$ cat src/logic/rsv_map.svh
// Purpose: constants of the rail sequencer and voltage-code control
// Assumes: 100 MHz clock
// Notes: codes are 7-bit voltage codes, rail index 0..5 is sequence order
`ifndef RSV_MAP_SVH
`define RSV_MAP_SVH

`define RSV_CLK_PERIOD_NS 10
`define RSV_STAGE_DELAY_MS 4
`define RSV_CNT_W 20
`define RSV_NUM_RAILS 6
`define RSV_CODE_W 7
`define RSV_MV_W 12

// rails with 25 mV steps (bit set) and rails that are external-FET controllers
`define RSV_RANGE25_MASK 6'h3E
`define RSV_CTRL_MASK 6'h07
// rails whose sleep voltage follows the sleep select pin
`define RSV_SLEEP_EN_MASK 6'h20

// factory default normal codes
`define RSV_DEF_CODE0 7'h3C
`define RSV_DEF_CODE1 7'h38
`define RSV_DEF_CODE2 7'h20
`define RSV_DEF_CODE3 7'h54
`define RSV_DEF_CODE4 7'h74
`define RSV_DEF_CODE5 7'h2C
// factory default sleep code of the last rail
`define RSV_DEF_SLEEP5 7'h26

// decode arithmetic, millivolts
`define RSV_BASE_MV 12'h190
`define RSV_STEP10_MV 12'h00A
`define RSV_STEP25_MV 12'h019
`define RSV_CLAMP_MV 12'h3E8
`define RSV_CLAMP_TOP 7'h18

`endif

$ cat src/logic/rsv_pkg.sv
// Purpose: shared types of the rail sequencer
// Assumes: constants come from rsv_map.svh
// Notes: none
`include "rsv_map.svh"
package rsv_pkg;
  typedef logic [`RSV_CODE_W-1:0] rsv_code_t;
  typedef logic [`RSV_MV_W-1:0] rsv_mv_t;
  typedef logic [`RSV_CNT_W-1:0] rsv_cnt_t;
  typedef logic [`RSV_NUM_RAILS-1:0] rsv_rails_t;
endpackage : rsv_pkg

$ cat src/logic/rsv_sequencer.sv
// Purpose: power-up and power-down sequencing, switch and linear rail enables,
//          voltage codes and mode bits for six step-down rails
// Assumes: all inputs synchronous to clk_i, settings inputs come from the I2C side
// Notes: open-drain pins give an enable that is high while the pin is pulled low
// Functional notes
// - Rail and pin enables combine control pin levels with earlier rails' power good.
// - Both control pins falling together run the one power-down sequence, as pin a alone does.
// - Pin a falling first drops output pins a, b; rails then fall 4 ms apart.
// - Load switches a and b follow control pin d; switch c follows pin e.
// - Linear rails b and c follow only I2C settings, no pin or sequence.
// - Shared register set two applies to linear rail a.
// - Shared register set one applies to load switch c.
// - Each rail has a force-PWM bit; clear means automatic PWM/PFM.
// - Rails start at default codes; new codes are accepted any time.
// - Each rail's step range is fixed at build time, not changeable.
// - 10 mV range: zero is 0 V, code 1 is 0.41 V, 10 mV steps.
// - 25 mV range: 0.4 V base; controllers clamp codes 1..24 to 1.000 V.
// - Sleep select pin picks the sleep code for rails with sleep enabled.
// - Last rail defaults to 1.5 V, 1.35 V in sleep, 25 mV, sleep enabled.
// - Output pins c, d follow I2C values, reset low, open drain.
`timescale 1ns/1ps
`include "rsv_map.svh"
module rsv_sequencer
  import rsv_pkg::*;
#(
  parameter int unsigned STAGE_DELAY_CYC =
    `RSV_STAGE_DELAY_MS * 1000000 / `RSV_CLK_PERIOD_NS
)
(
  // clock, reset, enable
  input wire logic clk_i,
  input wire logic nrst_i,
  input wire logic ce_i,
  // control pins
  input wire logic ctl_pin_a_i,
  input wire logic ctl_pin_b_i,
  input wire logic ctl_pin_d_i,
  input wire logic ctl_pin_e_i,
  input wire logic sleep_select_pin_i,
  // power good from each step-down rail
  input wire rsv_rails_t rail_power_good_i,
  // I2C-side settings
  input wire rsv_rails_t pwm_force_bit_i,
  input wire logic code_wr_i,
  input wire logic [2:0] code_rail_i,
  input wire logic code_sleep_i,
  input wire rsv_code_t code_data_i,
  input wire logic linear_rail_b_on_i,
  input wire logic linear_rail_c_on_i,
  input wire logic shared_two_on_i,
  input wire rsv_code_t shared_two_code_i,
  input wire logic [7:0] shared_one_cfg_i,
  input wire logic output_pin_c_val_i,
  input wire logic output_pin_d_val_i,
  // rail enables and settings
  output rsv_rails_t rail_en_o,
  output rsv_rails_t rail_force_pwm_o,
  output rsv_code_t [`RSV_NUM_RAILS-1:0] rail_code_o,
  output rsv_mv_t [`RSV_NUM_RAILS-1:0] rail_mv_o,
  // load switches and linear rails
  output logic load_switch_a_en_o,
  output logic load_switch_b_en_o,
  output logic load_switch_c_en_o,
  output logic [7:0] load_switch_c_cfg_o,
  output logic linear_rail_a_en_o,
  output rsv_code_t linear_rail_a_code_o,
  output logic linear_rail_b_en_o,
  output logic linear_rail_c_en_o,
  // open-drain output pins
  output logic output_pin_a_o,
  output logic output_pin_a_oe_o,
  output logic output_pin_b_o,
  output logic output_pin_b_oe_o,
  output logic output_pin_c_o,
  output logic output_pin_c_oe_o,
  output logic output_pin_d_o,
  output logic output_pin_d_oe_o
);
  localparam rsv_cnt_t DLY_LAST = `RSV_CNT_W'(STAGE_DELAY_CYC - 1);
  localparam rsv_rails_t RANGE25 = `RSV_RANGE25_MASK;
  localparam rsv_rails_t CTRL = `RSV_CTRL_MASK;
  localparam rsv_rails_t SLEEP_VOLTAGE_ENABLE = `RSV_SLEEP_EN_MASK;

  // voltage-code storage, normal and sleep per rail
  rsv_code_t norm_code_r [`RSV_NUM_RAILS];
  rsv_code_t slp_code_r [`RSV_NUM_RAILS];
  rsv_cnt_t cnt_r [`RSV_NUM_RAILS];
  rsv_rails_t en_r;
  rsv_rails_t pwm_r;
  rsv_code_t code_out_r [`RSV_NUM_RAILS];
  logic out_a_r, out_b_r, out_c_r, out_d_r;
  logic ls_ab_r, ls_c_r, lin_a_r, lin_b_r, lin_c_r;
  logic [7:0] ls_c_cfg_r;
  rsv_code_t lin_a_code_r;

  function automatic rsv_code_t def_code(input int unsigned idx);
    case (idx)
      0: def_code = `RSV_DEF_CODE0;
      1: def_code = `RSV_DEF_CODE1;
      2: def_code = `RSV_DEF_CODE2;
      3: def_code = `RSV_DEF_CODE3;
      4: def_code = `RSV_DEF_CODE4;
      default: def_code = `RSV_DEF_CODE5;
    endcase
  endfunction : def_code

  function automatic rsv_code_t def_sleep(input int unsigned idx);
    def_sleep = (idx == 5) ? `RSV_DEF_SLEEP5 : def_code(idx);
  endfunction : def_sleep

  // stage qualification: first stage needs both control pins, later ones the
  // predecessor enabled and good
  rsv_rails_t qual_w;
  assign qual_w[0] = ctl_pin_a_i && ctl_pin_b_i;
  assign qual_w[`RSV_NUM_RAILS-1:1] = en_r[`RSV_NUM_RAILS-2:0] &
                                      rail_power_good_i[`RSV_NUM_RAILS-2:0];

  // output pins a and b release only with pin a high and their rails good
  wire logic out_a_nxt = ctl_pin_a_i && en_r[2] && rail_power_good_i[2];
  wire logic out_b_nxt = ctl_pin_a_i && en_r[5] && rail_power_good_i[5];

  // stage enables and off-delay counters
  always_ff @(posedge clk_i) begin
    if (!nrst_i) begin
      en_r <= '0;
      for (int n = 0; n < `RSV_NUM_RAILS; n++) begin
        cnt_r[n] <= '0;
      end
    end else if (ce_i) begin
      for (int n = 0; n < `RSV_NUM_RAILS; n++) begin
        if (qual_w[n]) begin
          en_r[n] <= 1'b1;
          cnt_r[n] <= '0;
        end else if (en_r[n]) begin
          if (cnt_r[n] == DLY_LAST) begin
            en_r[n] <= 1'b0;
            cnt_r[n] <= '0;
          end else begin
            cnt_r[n] <= cnt_r[n] + 1'b1;
          end
        end else begin
          cnt_r[n] <= '0;
        end
      end
    end
  end

  // voltage codes, writable whether or not the rail is enabled
  always_ff @(posedge clk_i) begin
    if (!nrst_i) begin
      for (int n = 0; n < `RSV_NUM_RAILS; n++) begin
        norm_code_r[n] <= def_code(n);
        slp_code_r[n] <= def_sleep(n);
      end
    end else if (ce_i && code_wr_i && (code_rail_i < 3'h6)) begin
      if (code_sleep_i) begin
        slp_code_r[code_rail_i] <= code_data_i;
      end else begin
        norm_code_r[code_rail_i] <= code_data_i;
      end
    end
  end

  // active code per rail
  always_ff @(posedge clk_i) begin
    if (!nrst_i) begin
      for (int n = 0; n < `RSV_NUM_RAILS; n++) begin
        code_out_r[n] <= def_code(n);
      end
    end else if (ce_i) begin
      for (int n = 0; n < `RSV_NUM_RAILS; n++) begin
        code_out_r[n] <= (sleep_select_pin_i && SLEEP_VOLTAGE_ENABLE[n]) ?
                         slp_code_r[n] : norm_code_r[n];
      end
    end
  end

  // pins, switches, linear rails and mode bits
  always_ff @(posedge clk_i) begin
    if (!nrst_i) begin
      pwm_r <= '0;
      out_a_r <= 1'b0;
      out_b_r <= 1'b0;
      out_c_r <= 1'b0;
      out_d_r <= 1'b0;
      ls_ab_r <= 1'b0;
      ls_c_r <= 1'b0;
      ls_c_cfg_r <= 8'h00;
      lin_a_r <= 1'b0;
      lin_a_code_r <= 7'h00;
      lin_b_r <= 1'b0;
      lin_c_r <= 1'b0;
    end else if (ce_i) begin
      pwm_r <= pwm_force_bit_i;
      out_a_r <= out_a_nxt;
      out_b_r <= out_b_nxt;
      out_c_r <= output_pin_c_val_i;
      out_d_r <= output_pin_d_val_i;
      ls_ab_r <= ctl_pin_d_i;
      ls_c_r <= ctl_pin_e_i;
      ls_c_cfg_r <= shared_one_cfg_i;
      lin_a_r <= shared_two_on_i;
      lin_a_code_r <= shared_two_code_i;
      lin_b_r <= linear_rail_b_on_i;
      lin_c_r <= linear_rail_c_on_i;
    end
  end

  // fixed-range decoders, one per rail
  for (genvar g = 0; g < `RSV_NUM_RAILS; g++) begin : g_dec
    assign rail_code_o[g] = code_out_r[g];
    rsv_vid_decode u_dec (
      .code_i(code_out_r[g]),
      .range25_i(RANGE25[g]),
      .ctrl_i(CTRL[g]),
      .mv_o(rail_mv_o[g])
    );
  end

  assign rail_en_o = en_r;
  assign rail_force_pwm_o = pwm_r;
  assign load_switch_a_en_o = ls_ab_r;
  assign load_switch_b_en_o = ls_ab_r;
  assign load_switch_c_en_o = ls_c_r;
  assign load_switch_c_cfg_o = ls_c_cfg_r;
  assign linear_rail_a_en_o = lin_a_r;
  assign linear_rail_a_code_o = lin_a_code_r;
  assign linear_rail_b_en_o = lin_b_r;
  assign linear_rail_c_en_o = lin_c_r;
  // open drain: pin data is always low, enable pulls it down
  assign output_pin_a_o = 1'b0;
  assign output_pin_b_o = 1'b0;
  assign output_pin_c_o = 1'b0;
  assign output_pin_d_o = 1'b0;
  assign output_pin_a_oe_o = !out_a_r;
  assign output_pin_b_oe_o = !out_b_r;
  assign output_pin_c_oe_o = !out_c_r;
  assign output_pin_d_oe_o = !out_d_r;
endmodule : rsv_sequencer

$ cat src/logic/rsv_vid_decode.sv
// Purpose: turn a 7-bit voltage code into a target in millivolts
// Assumes: range and controller flags are fixed factory settings
// Notes: combinational
`timescale 1ns/1ps
`include "rsv_map.svh"
module rsv_vid_decode
  import rsv_pkg::*;
(
  // code in
  input wire rsv_code_t code_i,
  input wire logic range25_i,
  input wire logic ctrl_i,
  // target out
  output rsv_mv_t mv_o
);
  wire rsv_mv_t code_w = rsv_mv_t'(code_i);
  wire rsv_mv_t mv10_w = 12'(`RSV_BASE_MV + code_w * `RSV_STEP10_MV);
  wire rsv_mv_t mv25_w = 12'(`RSV_BASE_MV + code_w * `RSV_STEP25_MV);
  wire logic zero_w = (code_i == 7'h00);
  wire logic clamp_w = ctrl_i && (code_i <= `RSV_CLAMP_TOP);

  assign mv_o = zero_w ? 12'h000 :
                !range25_i ? mv10_w :
                clamp_w ? `RSV_CLAMP_MV : mv25_w;
endmodule : rsv_vid_decode

$ cat config.mk
export PLATFORM = sky130hd
export DESIGN_NAME = rsv_sequencer
export DESIGN_NICKNAME = d
export VERILOG_FILES = /design/src/logic/rsv_pkg.sv /design/src/logic/rsv_sequencer.sv /design/src/logic/rsv_vid_decode.sv
export VERILOG_INCLUDE_DIRS = /design/src /design/src/logic
export SDC_FILE = /design/constraint.sdc
export NUM_CORES = 1
export LEC_CHECK = 0
export CORE_UTILIZATION = 30
export CTS_CLUSTER_SIZE = 40
export DETAILED_ROUTE_END_ITERATION = 8
export DONT_BUFFER_PORTS = 1
export SYNTH_ARGS = -nofsm -noshare
export SYNTH_HDL_FRONTEND = slang
export SYNTH_SLANG_ARGS = --single-unit
$ cat constraint.sdc
create_clock -name clk_i -period 4.6 [get_ports clk_i]
set_clock_uncertainty 0.05 [all_clocks]
set_input_delay 0.92 -clock clk_i [delete_from_list [all_inputs] [get_ports clk_i]]
set_output_delay 0.92 -clock clk_i [all_outputs]
set_load 0.05 [all_outputs]
-- Yosys cells after proc, flatten, opt, wreduce, memory -nomap -nowiden
Memory sizes are Yosys's and may differ from the RTL's.
Cells that the tools add are included.
- memory bits (writable): 246
- bits in latches: 0
- register bits: 36
- output and inout port bits: 155
- input port bits: 52
- logic and storage cells: 289
- memory bits (read-only): 0
- memories kept: 4
- bitwise logic cells: 31
- $lt $le $gt $ge: 3
- reduce and logical (&&, ||, !) cells: 19
- multiply operators: 6
- divide/modulo/power cells: 0
- mux-type cells: 195
- equality and inequality tests: 6
- shifts and indexed selects: 0
- add/sub/neg operators: 12
- memory list (memory ; depth ; width ; read ports ; clocked after memory_dff ; write ports ; RTL line ; source):
    cnt_r ; 6 ; 20 ; 6 ; 0 ; 6 ; rsv_sequencer.sv:87 ; rsv_cnt_t cnt_r [`RSV_NUM_RAILS];
    code_out_r ; 6 ; 7 ; 6 ; 0 ; 6 ; rsv_sequencer.sv:90 ; rsv_code_t code_out_r [`RSV_NUM_RAILS];
    norm_code_r ; 6 ; 7 ; 6 ; 0 ; 6 ; rsv_sequencer.sv:85 ; rsv_code_t norm_code_r [`RSV_NUM_RAILS];
    slp_code_r ; 6 ; 7 ; 1 ; 0 ; 6 ; rsv_sequencer.sv:86 ; rsv_code_t slp_code_r [`RSV_NUM_RAILS];
- operators with widths (operator ; number):
    $mux 20 ; 24
    $mux 1 ; 146
    $add 20x1->20 const B ; 6
    $eq 20x19->1 const B ; 6
    $mux 7 ; 15
    $mux 12 ; 8
    $add 9x12->12 const A ; 6
    $mul 7x5->12 const B ; 5
    $logic_not 7->1 ; 6
    $or 1x1->1 ; 30
    $le 7x5->1 const B ; 2
    $reduce_or 7->1 ; 2
    $mul 7x3->10 const B ; 1
    $logic_and 1x1->1 ; 7
    $mux 3 ; 2
    $and 5x5->5 ; 1
    $logic_not 1->1 ; 4
    $lt 3x3->1 const B ; 1

-- Logic depth before layout (Yosys ltp)
Gate-level depths: netlist of the first run.
An unclocked memory read counts as a cell.
- depth in word-level cells: 11
- gate-level depth with buffers: 13
- mapped depth without buffers: 13

-- Cells and area by module
A second synthesis of the first run with hierarchy kept.
- cell total of the unflattened synthesis: 1875
- area, all modules: 19248.5 µm²
- by module, submodules not included (module ; area an instance (µm²) ; cells each ; seq. area each (µm²) ; times used):
    rsv_sequencer ; 11531.1 ; 1005 ; 7056.8 ; 1
    rsv_vid_decode ; 1286.2 ; 145 ; 0.0 ; 6

-- Worst setup path before layout of the first run
Ideal clock, no wire load.
- path type: register to output
- from: mem code_out_r[3][2] in the netlist's numbering
- to: out rail_mv_o[46] in the netlist's numbering
- data required time: 3.630 ns
- cell stages (with the launch flop): 11
- arrival: 3.898 ns
- path buffers: 0
- path slack: -0.268 ns
- cell sequence: edfxtp_1 > inv_1 > ha_1 > fa_1 > ha_1 > ha_1 > a21o_1 > a21o_1 > a21oi_1 > nor2_1 > a211oi_1
- RTL lines (item ; RTL line ; source):
    from (decl) ; rsv_sequencer.sv:90 ;
    to (decl) ; rsv_sequencer.sv:59 ; output rsv_mv_t [`RSV_NUM_RAILS-1:0] rail_mv_o,

==> run_results.csv, run 1 <==
group,metric,value,unit
outcome,status,"complete, no violations",
timing,setup_tns,0,ns
yosys,synth_edf_count,211,
cts,insertion_delay,0.59,ns
route,avgViaCountPerCell,4.71,
finish,fillers,5030,
timing,rsz0062_at_grt,"yes",
grt,grt_overflow,0,
yosys,ys_seq_area_share,46.0,%
route,wl_per_cell,14.5,um
grt,antenna_found_initial,0,
grt,grt_first_pass_wirelength,53.1,mm
yosys,synthCells,1456,
critical_path,cp-end-kind,"output port",
critical_path,ff2ff_path_depth,5,
route,drt_iter0_markers,417,
timing,finalCritPeriodShare,97.9,%
power,p_leak,0.00728,uW
timing,finalSetupViolations,0,
yosys,ys_ff_latch,247,
yosys,synth_top_area_share,41.3,%
grt,grt_pass1_vias,10454,
critical_path,startpoint,"code_out_r[2][2]",
cts,cts_buffers,31,
yosys,syn_avg_cell_area,10.5,um2
critical_path,cp_slowest_stage_delay,0.44,ns
grt,grt.total_usage,12.3,%
power,fin_total_pwr,7590,uW
worst_hold_path,hold_class,"in -> reg",
critical_path,cp-start-kind,"flop",
floorplan,core_region_area,0.0503,mm2
grt,grt_use_met1,15.5,%
critical_path,critPathRequiredTime,3.63,ns
critical_path,cp_slowest_cell,"fa_1",
route,drc,0,
yosys,yosysUniqueCellTypes,54,
finish,area_growth,18.6,%
critical_path,crit_path_cell_trace,"ha_1, fa_1, ha_1, ha_2, fa_2, a21o_1, a21oi_2, buf_4, xor2_1, a21oi_1, buf_4",
grt,top_usage_layer,"met2",
critical_path,ff2ff_setup_slack,2.19,ns
placed_design,hpwl,23.1,mm
yosys,synth_common_cells,"211 x edfxtp_1, 204 x nor2_1, 166 x ha_1",
route,postRouteAntennaNets,0,
worst_hold_path,hold_depth,1,
placed_design,preCtsSetupSlack,0.496,ns
floorplan,die_y,228,um
placed_design,gp_congestion,0.863,
critical_path,r2r_start,"cnt_r[4][2]",
placed_design,io_buffers,0,
timing,tightest_slew,0.988,ns
timing,layout_setup_ws,0.0954,ns
timing,drv_slew,0,
power,p_per_area,417,mW/mm2
grt,use_met3,3.13,%
cts,clk_pin_slew,0.06,ns
run,maxCapViolations,0,
floorplan,fp-row-count,82,
yosys,yosysTopAreaCell,"edfxtp_1",
yosys,synth_top_flop_cell,"edfxtp_1",
floorplan,die_area,0.0521,mm2
floorplan,start_util,30.5,%
critical_path,worstPathMaxFanout,3,
timing,whs,0.433,ns
worst_hold_path,hold_end,"linear_rail_a_code_o[3]",
grt,grt.met2_usage,20.7,%
timing,fmax,222,MHz
cts,htreeDepth,1,
yosys,synth.area.top_cells,"edfxtp_1 41%, ha_1 14%, nor2_1 5.0%, dfxtp_1 4.7%, xor2_1 3.8%",
finish,fin_nets,1790,
yosys,yosysMostFrequentCell,"edfxtp_1",
cts,cts_hold_buf,0,
yosys,syn_area,0.0153,mm2
critical_path,path_class,"reg -> out",
timing,layout_min_cycle_time,4.50,ns
timing,hold_viol_final,0,
cts,cts-root-buf,"clkbuf_16",
grt,grt_start_max_net_pins,72,
timing,slew_headroom,34.0,%
critical_path,r2r-end,"cnt_r[4][3]",
route,drtPass1Iterations,5,
route,wl,32.7,mm
worst_hold_path,worstHoldStart,"nrst_i",
yosys,synthArstFlopShare,0,%
cts,cts_tree,"built",
finish,insertedDiodeCount,0,
finish,final_layout_size_suffix_gt1_share,14.9,%
critical_path,arrival,3.53,ns
yosys,yosysWarnings,0,
floorplan,ios,207,
floorplan,die_width,228,um
route,vias,10616,
cts,cts.sink_count,247,
cts,cts_buffer_depth,3,
power,peakVddDrop,0.234,mV
==> stage by stage <==
stage               utilization [%]  instances  area [um2]
CTS                            35.7       2240       18000
finish                         36.2       2253       18200
floorplan                         -       1460       15400
global route                   36.2       2253       18200
global placement               33.3       2172       16700
detailed placement             33.3       2172       16700
==> critical path: cells and delay by family, from the launching register on <==
kind	cells	cell delay [ns]
compound gates	3	0.42
flops	1	0.43
fa+ha+maj	5	1.64
buf+inv	2	0.33
xor+xnor	1	0.14
==> layout make-up <==
| cell class | count | area [um2] | area share, % |
|---|---|---|---|
| Multi-Input combinational cell | 1069 | 7920 | 43.5 |
| Tap cell | 672 | 841 | 4.62 |
| Inverter | 97 | 364 | 2.00 |
| Clock buffer | 43 | 987 | 5.43 |
| Sequential cell | 247 | 7060 | 38.8 |
| Timing Repair Buffer | 110 | 882 | 4.85 |
| Clock inverter | 15 | 140 | 0.770 |
==> logic make-up (layout without fill, tap and decap cells) <==
family	Yosys count	after routing	share of synthesized area, %
XOR/XNOR	131	131	7.48
other	1	5	0.0244
flip-flops	247	247	46.0
AO/OA/AOI/OAI	93	93	3.78
multiplexers	36	36	2.35
buffers and inverters	144	265	3.71
adder cells (fa/ha/maj)	182	182	15.6
AND/OR/NAND/NOR	622	622	21.0
==> per-layer routing <==
| layer | vias up | wire (um) |
|---|---|---|
| li1 | 5271 | - |
| met1 | 5050 | 14500 |
| met2 | 250 | 15500 |
| met3 | 45 | 2030 |
| met4 | 0 | 716 |
| met5 | - | 0 |
==> how the worst max path moves through the flow <==
stage / slack [ns] / to
3_3_place_gp: 0.54 / rail_mv_o[35]
3_5_place_dp: 0.50 / rail_mv_o[35]
5_1_grt: -0.06 / rail_mv_o[71]
2_1_floorplan: 0.0003 / rail_mv_o[21]
4_1_cts: 0.00007 / rail_mv_o[71]
6_report: 0.1 / rail_mv_o[33]
==> cell usage in the layout, fill, tap and decap left out, types with 42 or more instances in the layout <==
cell type | netlist | routed
nand3_1 | 56 | 56
ha_1 | 166 | 156
xnor2_1 | 64 | 64
edfxtp_1 | 211 | 211
nand2_1 | 77 | 76
xor2_1 | 67 | 67
inv_1 | 97 | 87
and3_1 | 42 | 42
nor2_1 | 204 | 202
buf_4 | 6 | 102
==> state kept, by name, summed over array words and instances, names as in the netlist <==
register              count
norm_code_r              42
load_switch_c_en_o        1
out_b_r                   1
rail_en_o                 6
out_a_r                   1
cnt_r                   120
slp_code_r                7
linear_rail_a_en_o        1
linear_rail_a_code_o      7
rail_force_pwm_o          6
out_c_r                   1
code_out_r               42
load_switch_a_en_o        1
linear_rail_c_en_o        1
linear_rail_b_en_o        1
load_switch_c_cfg_o       8
out_d_r                   1
==> what timing repair did <==
action / 4_1_cts / 5_1_grt
setup buffers: 10 / 13
setup endpoints to repair: 6 / 13
pin swaps: 7 / 37
resized for setup: 13 / 46
hold endpoints to repair: 0 / 0
==> where the power goes <==
part,leakage [uW],switching (uW),internal [uW]
Sequential,0.00253,146,2540
Clock,0.000567,1030,1570
Combinational,0.00419,1520,788
(Power assumes the default switching activity.)
==> run 2: changes to the inputs <==
- ABC_AREA: not set -> 1
- HOLD_SLACK_MARGIN: not set -> 0.03
==> run_results.csv, run 2 <==
group,metric,value,unit
route,drt_iter0_markers,543,
timing,hold_viol_final,0,
placed_design,io_buffers,0,
timing,layout_min_cycle_time,4.51,ns
critical_path,cp-start-kind,"flop",
timing,slew_headroom,20.7,%
floorplan,core_region_area,0.0526,mm2
route,drtPass1Iterations,5,
critical_path,ff2ff_setup_slack,2.04,ns
power,peakVddDrop,0.278,mV
critical_path,cp_slowest_cell,"fa_1",
yosys,synth_edf_count,211,
finish,area_growth,15.2,%
finish,seq_area,0.00706,mm2
yosys,synthArstFlopShare,0,%
worst_hold_path,hold_depth,2,
floorplan,die_area,0.0542,mm2
worst_hold_path,hold_class,"in -> reg",
grt,grt.total_usage,13.0,%
critical_path,worstPathMaxFanout,3,
cts,cts_tree,"built",
route,drc,0,
power,p_leak,0.00781,uW
grt,grt_pass1_vias,11818,
finish,final_area,0.0184,mm2
cts,htreeDepth,1,
yosys,synth.area.top_cells,"edfxtp_1 40%, ha_1 13%, nor2_1 7.9%, nand2_1 7.4%, inv_1 6.7%",
route,postRouteAntennaNets,0,
cts,cts-root-buf,"clkbuf_16",
critical_path,r2r_start,"cnt_r[3][0]",
cts,cts_buffer_depth,3,
finish,final_cell_mix,"336 x nor2_1, 315 x nand2_1, 278 x inv_1",
finish,regMostFlops,"cnt_r",
outcome,status,"complete, no violations",
cts,insertion_delay,0.59,ns
floorplan,fp-row-count,84,
critical_path,ff2ff_path_depth,8,
placed_design,hpwl,26.3,mm
finish,layout_commonest_cell,"nor2_1",
power,combinationalPowerShare,28.9,%
yosys,yosysTopAreaCell,"edfxtp_1",
power,p_per_area,386,mW/mm2
worst_hold_path,worstHoldStart,"output_pin_d_val_i",
run,maxCapViolations,0,
finish,largest_registers,"cnt_r (120), code_out_r (42), norm_code_r (42)",
power,power.share.sequential,37.9,%
yosys,synth_top_area_share,39.7,%
yosys,ys_seq_area_share,44.2,%
route,wl,35.2,mm
power,fin_total_pwr,7100,uW
yosys,synth_top_flop_cell,"edfxtp_1",
route,wl_per_cell,13.5,um
timing,tightest_slew,1.19,ns
power,p_int,4540,uW
yosys,synth_common_cells,"337 x nor2_1, 316 x nand2_1, 285 x inv_1",
timing,finalSetupViolations,0,
yosys,yosysUniqueCellTypes,45,
grt,antenna_found_initial,0,
timing,fmax,222,MHz
critical_path,arrival,3.54,ns
critical_path,crit_path_cell_trace,"buf_6, inv_4, ha_4, fa_1, ha_4, fa_2, nand2_1, inv_1, nor2_1, o21bai_1, a21oi_1, o21ai_1, nand2_1, clkinvlp_4",
power,p_sw_share,36.0,%
floorplan,die_y,233,um
power,p_sw,2560,uW
grt,grt_start_max_net_pins,63,
grt,grt_first_pass_wirelength,57.5,mm
yosys,syn_area,0.0160,mm2
critical_path,path_class,"reg -> out",
critical_path,r2r-end,"cnt_r[3][16]",
critical_path,cp-end-kind,"output port",
cts,cts.sink_count,247,
cts,clk_pin_slew,0.06,ns
floorplan,die_width,233,um
timing,finalCritPeriodShare,98.0,%
yosys,ys_ff_latch,247,
finish,fin_nets,2138,
worst_hold_path,hold_end,"out_d_r",
route,vias,11925,
finish,fillers,5407,
yosys,synthCells,1829,
critical_path,critPathRequiredTime,3.63,ns
finish,insertedDiodeCount,0,
placed_design,gp_congestion,0.884,
timing,rsz0062_at_grt,"yes",
yosys,syn_avg_cell_area,8.73,um2
critical_path,cp_slowest_stage_delay,0.57,ns
placed_design,placed_area,0.0172,mm2
grt,grt_overflow,0,
cts,cts_buffers,29,
finish,largest_reg_flops,120,
finish,final_layout_size_suffix_gt1_share,10.1,%
route,avgViaCountPerCell,4.56,
floorplan,start_util,30.4,%
timing,drv_slew,0,
floorplan,ios,207,
yosys,yosysWarnings,0,
power,power_frac_clock,33.2,%
finish,multi_input_area,0.00778,mm2
yosys,yosysMostFrequentCell,"nor2_1",
## run 2: changes by cell type in the layout (fill, tap and decap cells not counted), moves of 24 or more
cell / change
nor2_1: +134
a22o_1: +26
mux2i_1: -36
nand2b_1: -41
nor2b_1: -39
nand3_1: +24
nand2_1: +239
inv_1: +191
xnor2_1: -29
buf_4: -27
a21oi_1: +41
and3_1: -38
and2_1: -39
## run 2: cells by family (layout without fill, tap and decap cells)
logic type / Yosys count / count (layout) / synth area share, %
AOI/OAI and AO/OA: 129 / 129 / 4.89
xor gates and xnor gates: 93 / 93 / 5.10
adders and majority gates: 182 / 182 / 15.0
buffers and inverters: 327 / 421 / 8.06
DFF: 247 / 247 / 44.2
other: 1 / 5 / 0.0235
and+or+nand+nor: 850 / 850 / 22.7
## run 2: cell type report
class / instances / share of cell area (%)
multi-input combinational: 1259 / 42.3
sequential: 247 / 38.4
inverter: 288 / 5.93
clock buffer: 43 / 4.80
tap: 688 / 4.68
timing repair buffer: 79 / 3.31
clock inverter: 11 / 0.646
## run 2: worst max path at each step
stage	from	end	slack, ns	cells past startpoint
floorplan	code_out_r[1][2]	rail_mv_o[23]	0.12	14
global placement	code_out_r[1][2]	rail_mv_o[21]	0.52	13
detailed placement	code_out_r[1][2]	rail_mv_o[23]	0.39	16
CTS	code_out_r[1][2]	rail_mv_o[23]	-0.01	16
global route	code_out_r[1][1]	rail_mv_o[21]	-0.1	14
finish	code_out_r[1][2]	rail_mv_o[21]	0.09	14
## run 2: power groups by stage
stage          Clock, uW  Combinational [uW]  Sequential [uW]
6_report            2360                2050             2690
5_1_grt             2530                2260             2710
4_1_cts             2440                2020             2690
3_5_place_dp           0                2000             2740
3_3_place_gp           0                1980             2740
2_1_floorplan          0                1490             2780
## run 2: repair_timing
action,CTS,global route
setup endpoints to repair,3,10
pin swaps,3,10
setup buffers,2,3
hold buffers,0,0
gates resized for setup,9,26
## run 2: critical path, delay by kind of cell, from the launching register on
family	cells	cell delay, ns
AOI/OAI and AO/OA	3	0.33
DFF	1	0.42
buffers and inverters	4	0.58
and+or+nand+nor	3	0.26
adders and majority gates	4	1.39
## run 2: per-layer routing
metal,GRT usage [%],wire length (um),up-vias
li1,-,-,6074
met1,16.3,15700,5519
met2,22.9,16800,276
met3,2.28,1890,56
met4,3.51,795,0
met5,0,0,-
## run 2: stage by stage
stage	utilization, %	worst slack [ns]	std cells	setup TNS, ns	hold slack (ns)
after CTS	34.7	-0.0122	2612	-0.0122	0.386
after global routing	35.0	-0.0979	2615	-0.150	0.393
after global placement	32.7	0.517	2556	0	0.436
after detailed placement	32.7	0.388	2556	0	0.439
final	35.0	0.0927	2615	0	0.411
after floorplan	-	0.122	1833	0	0.432
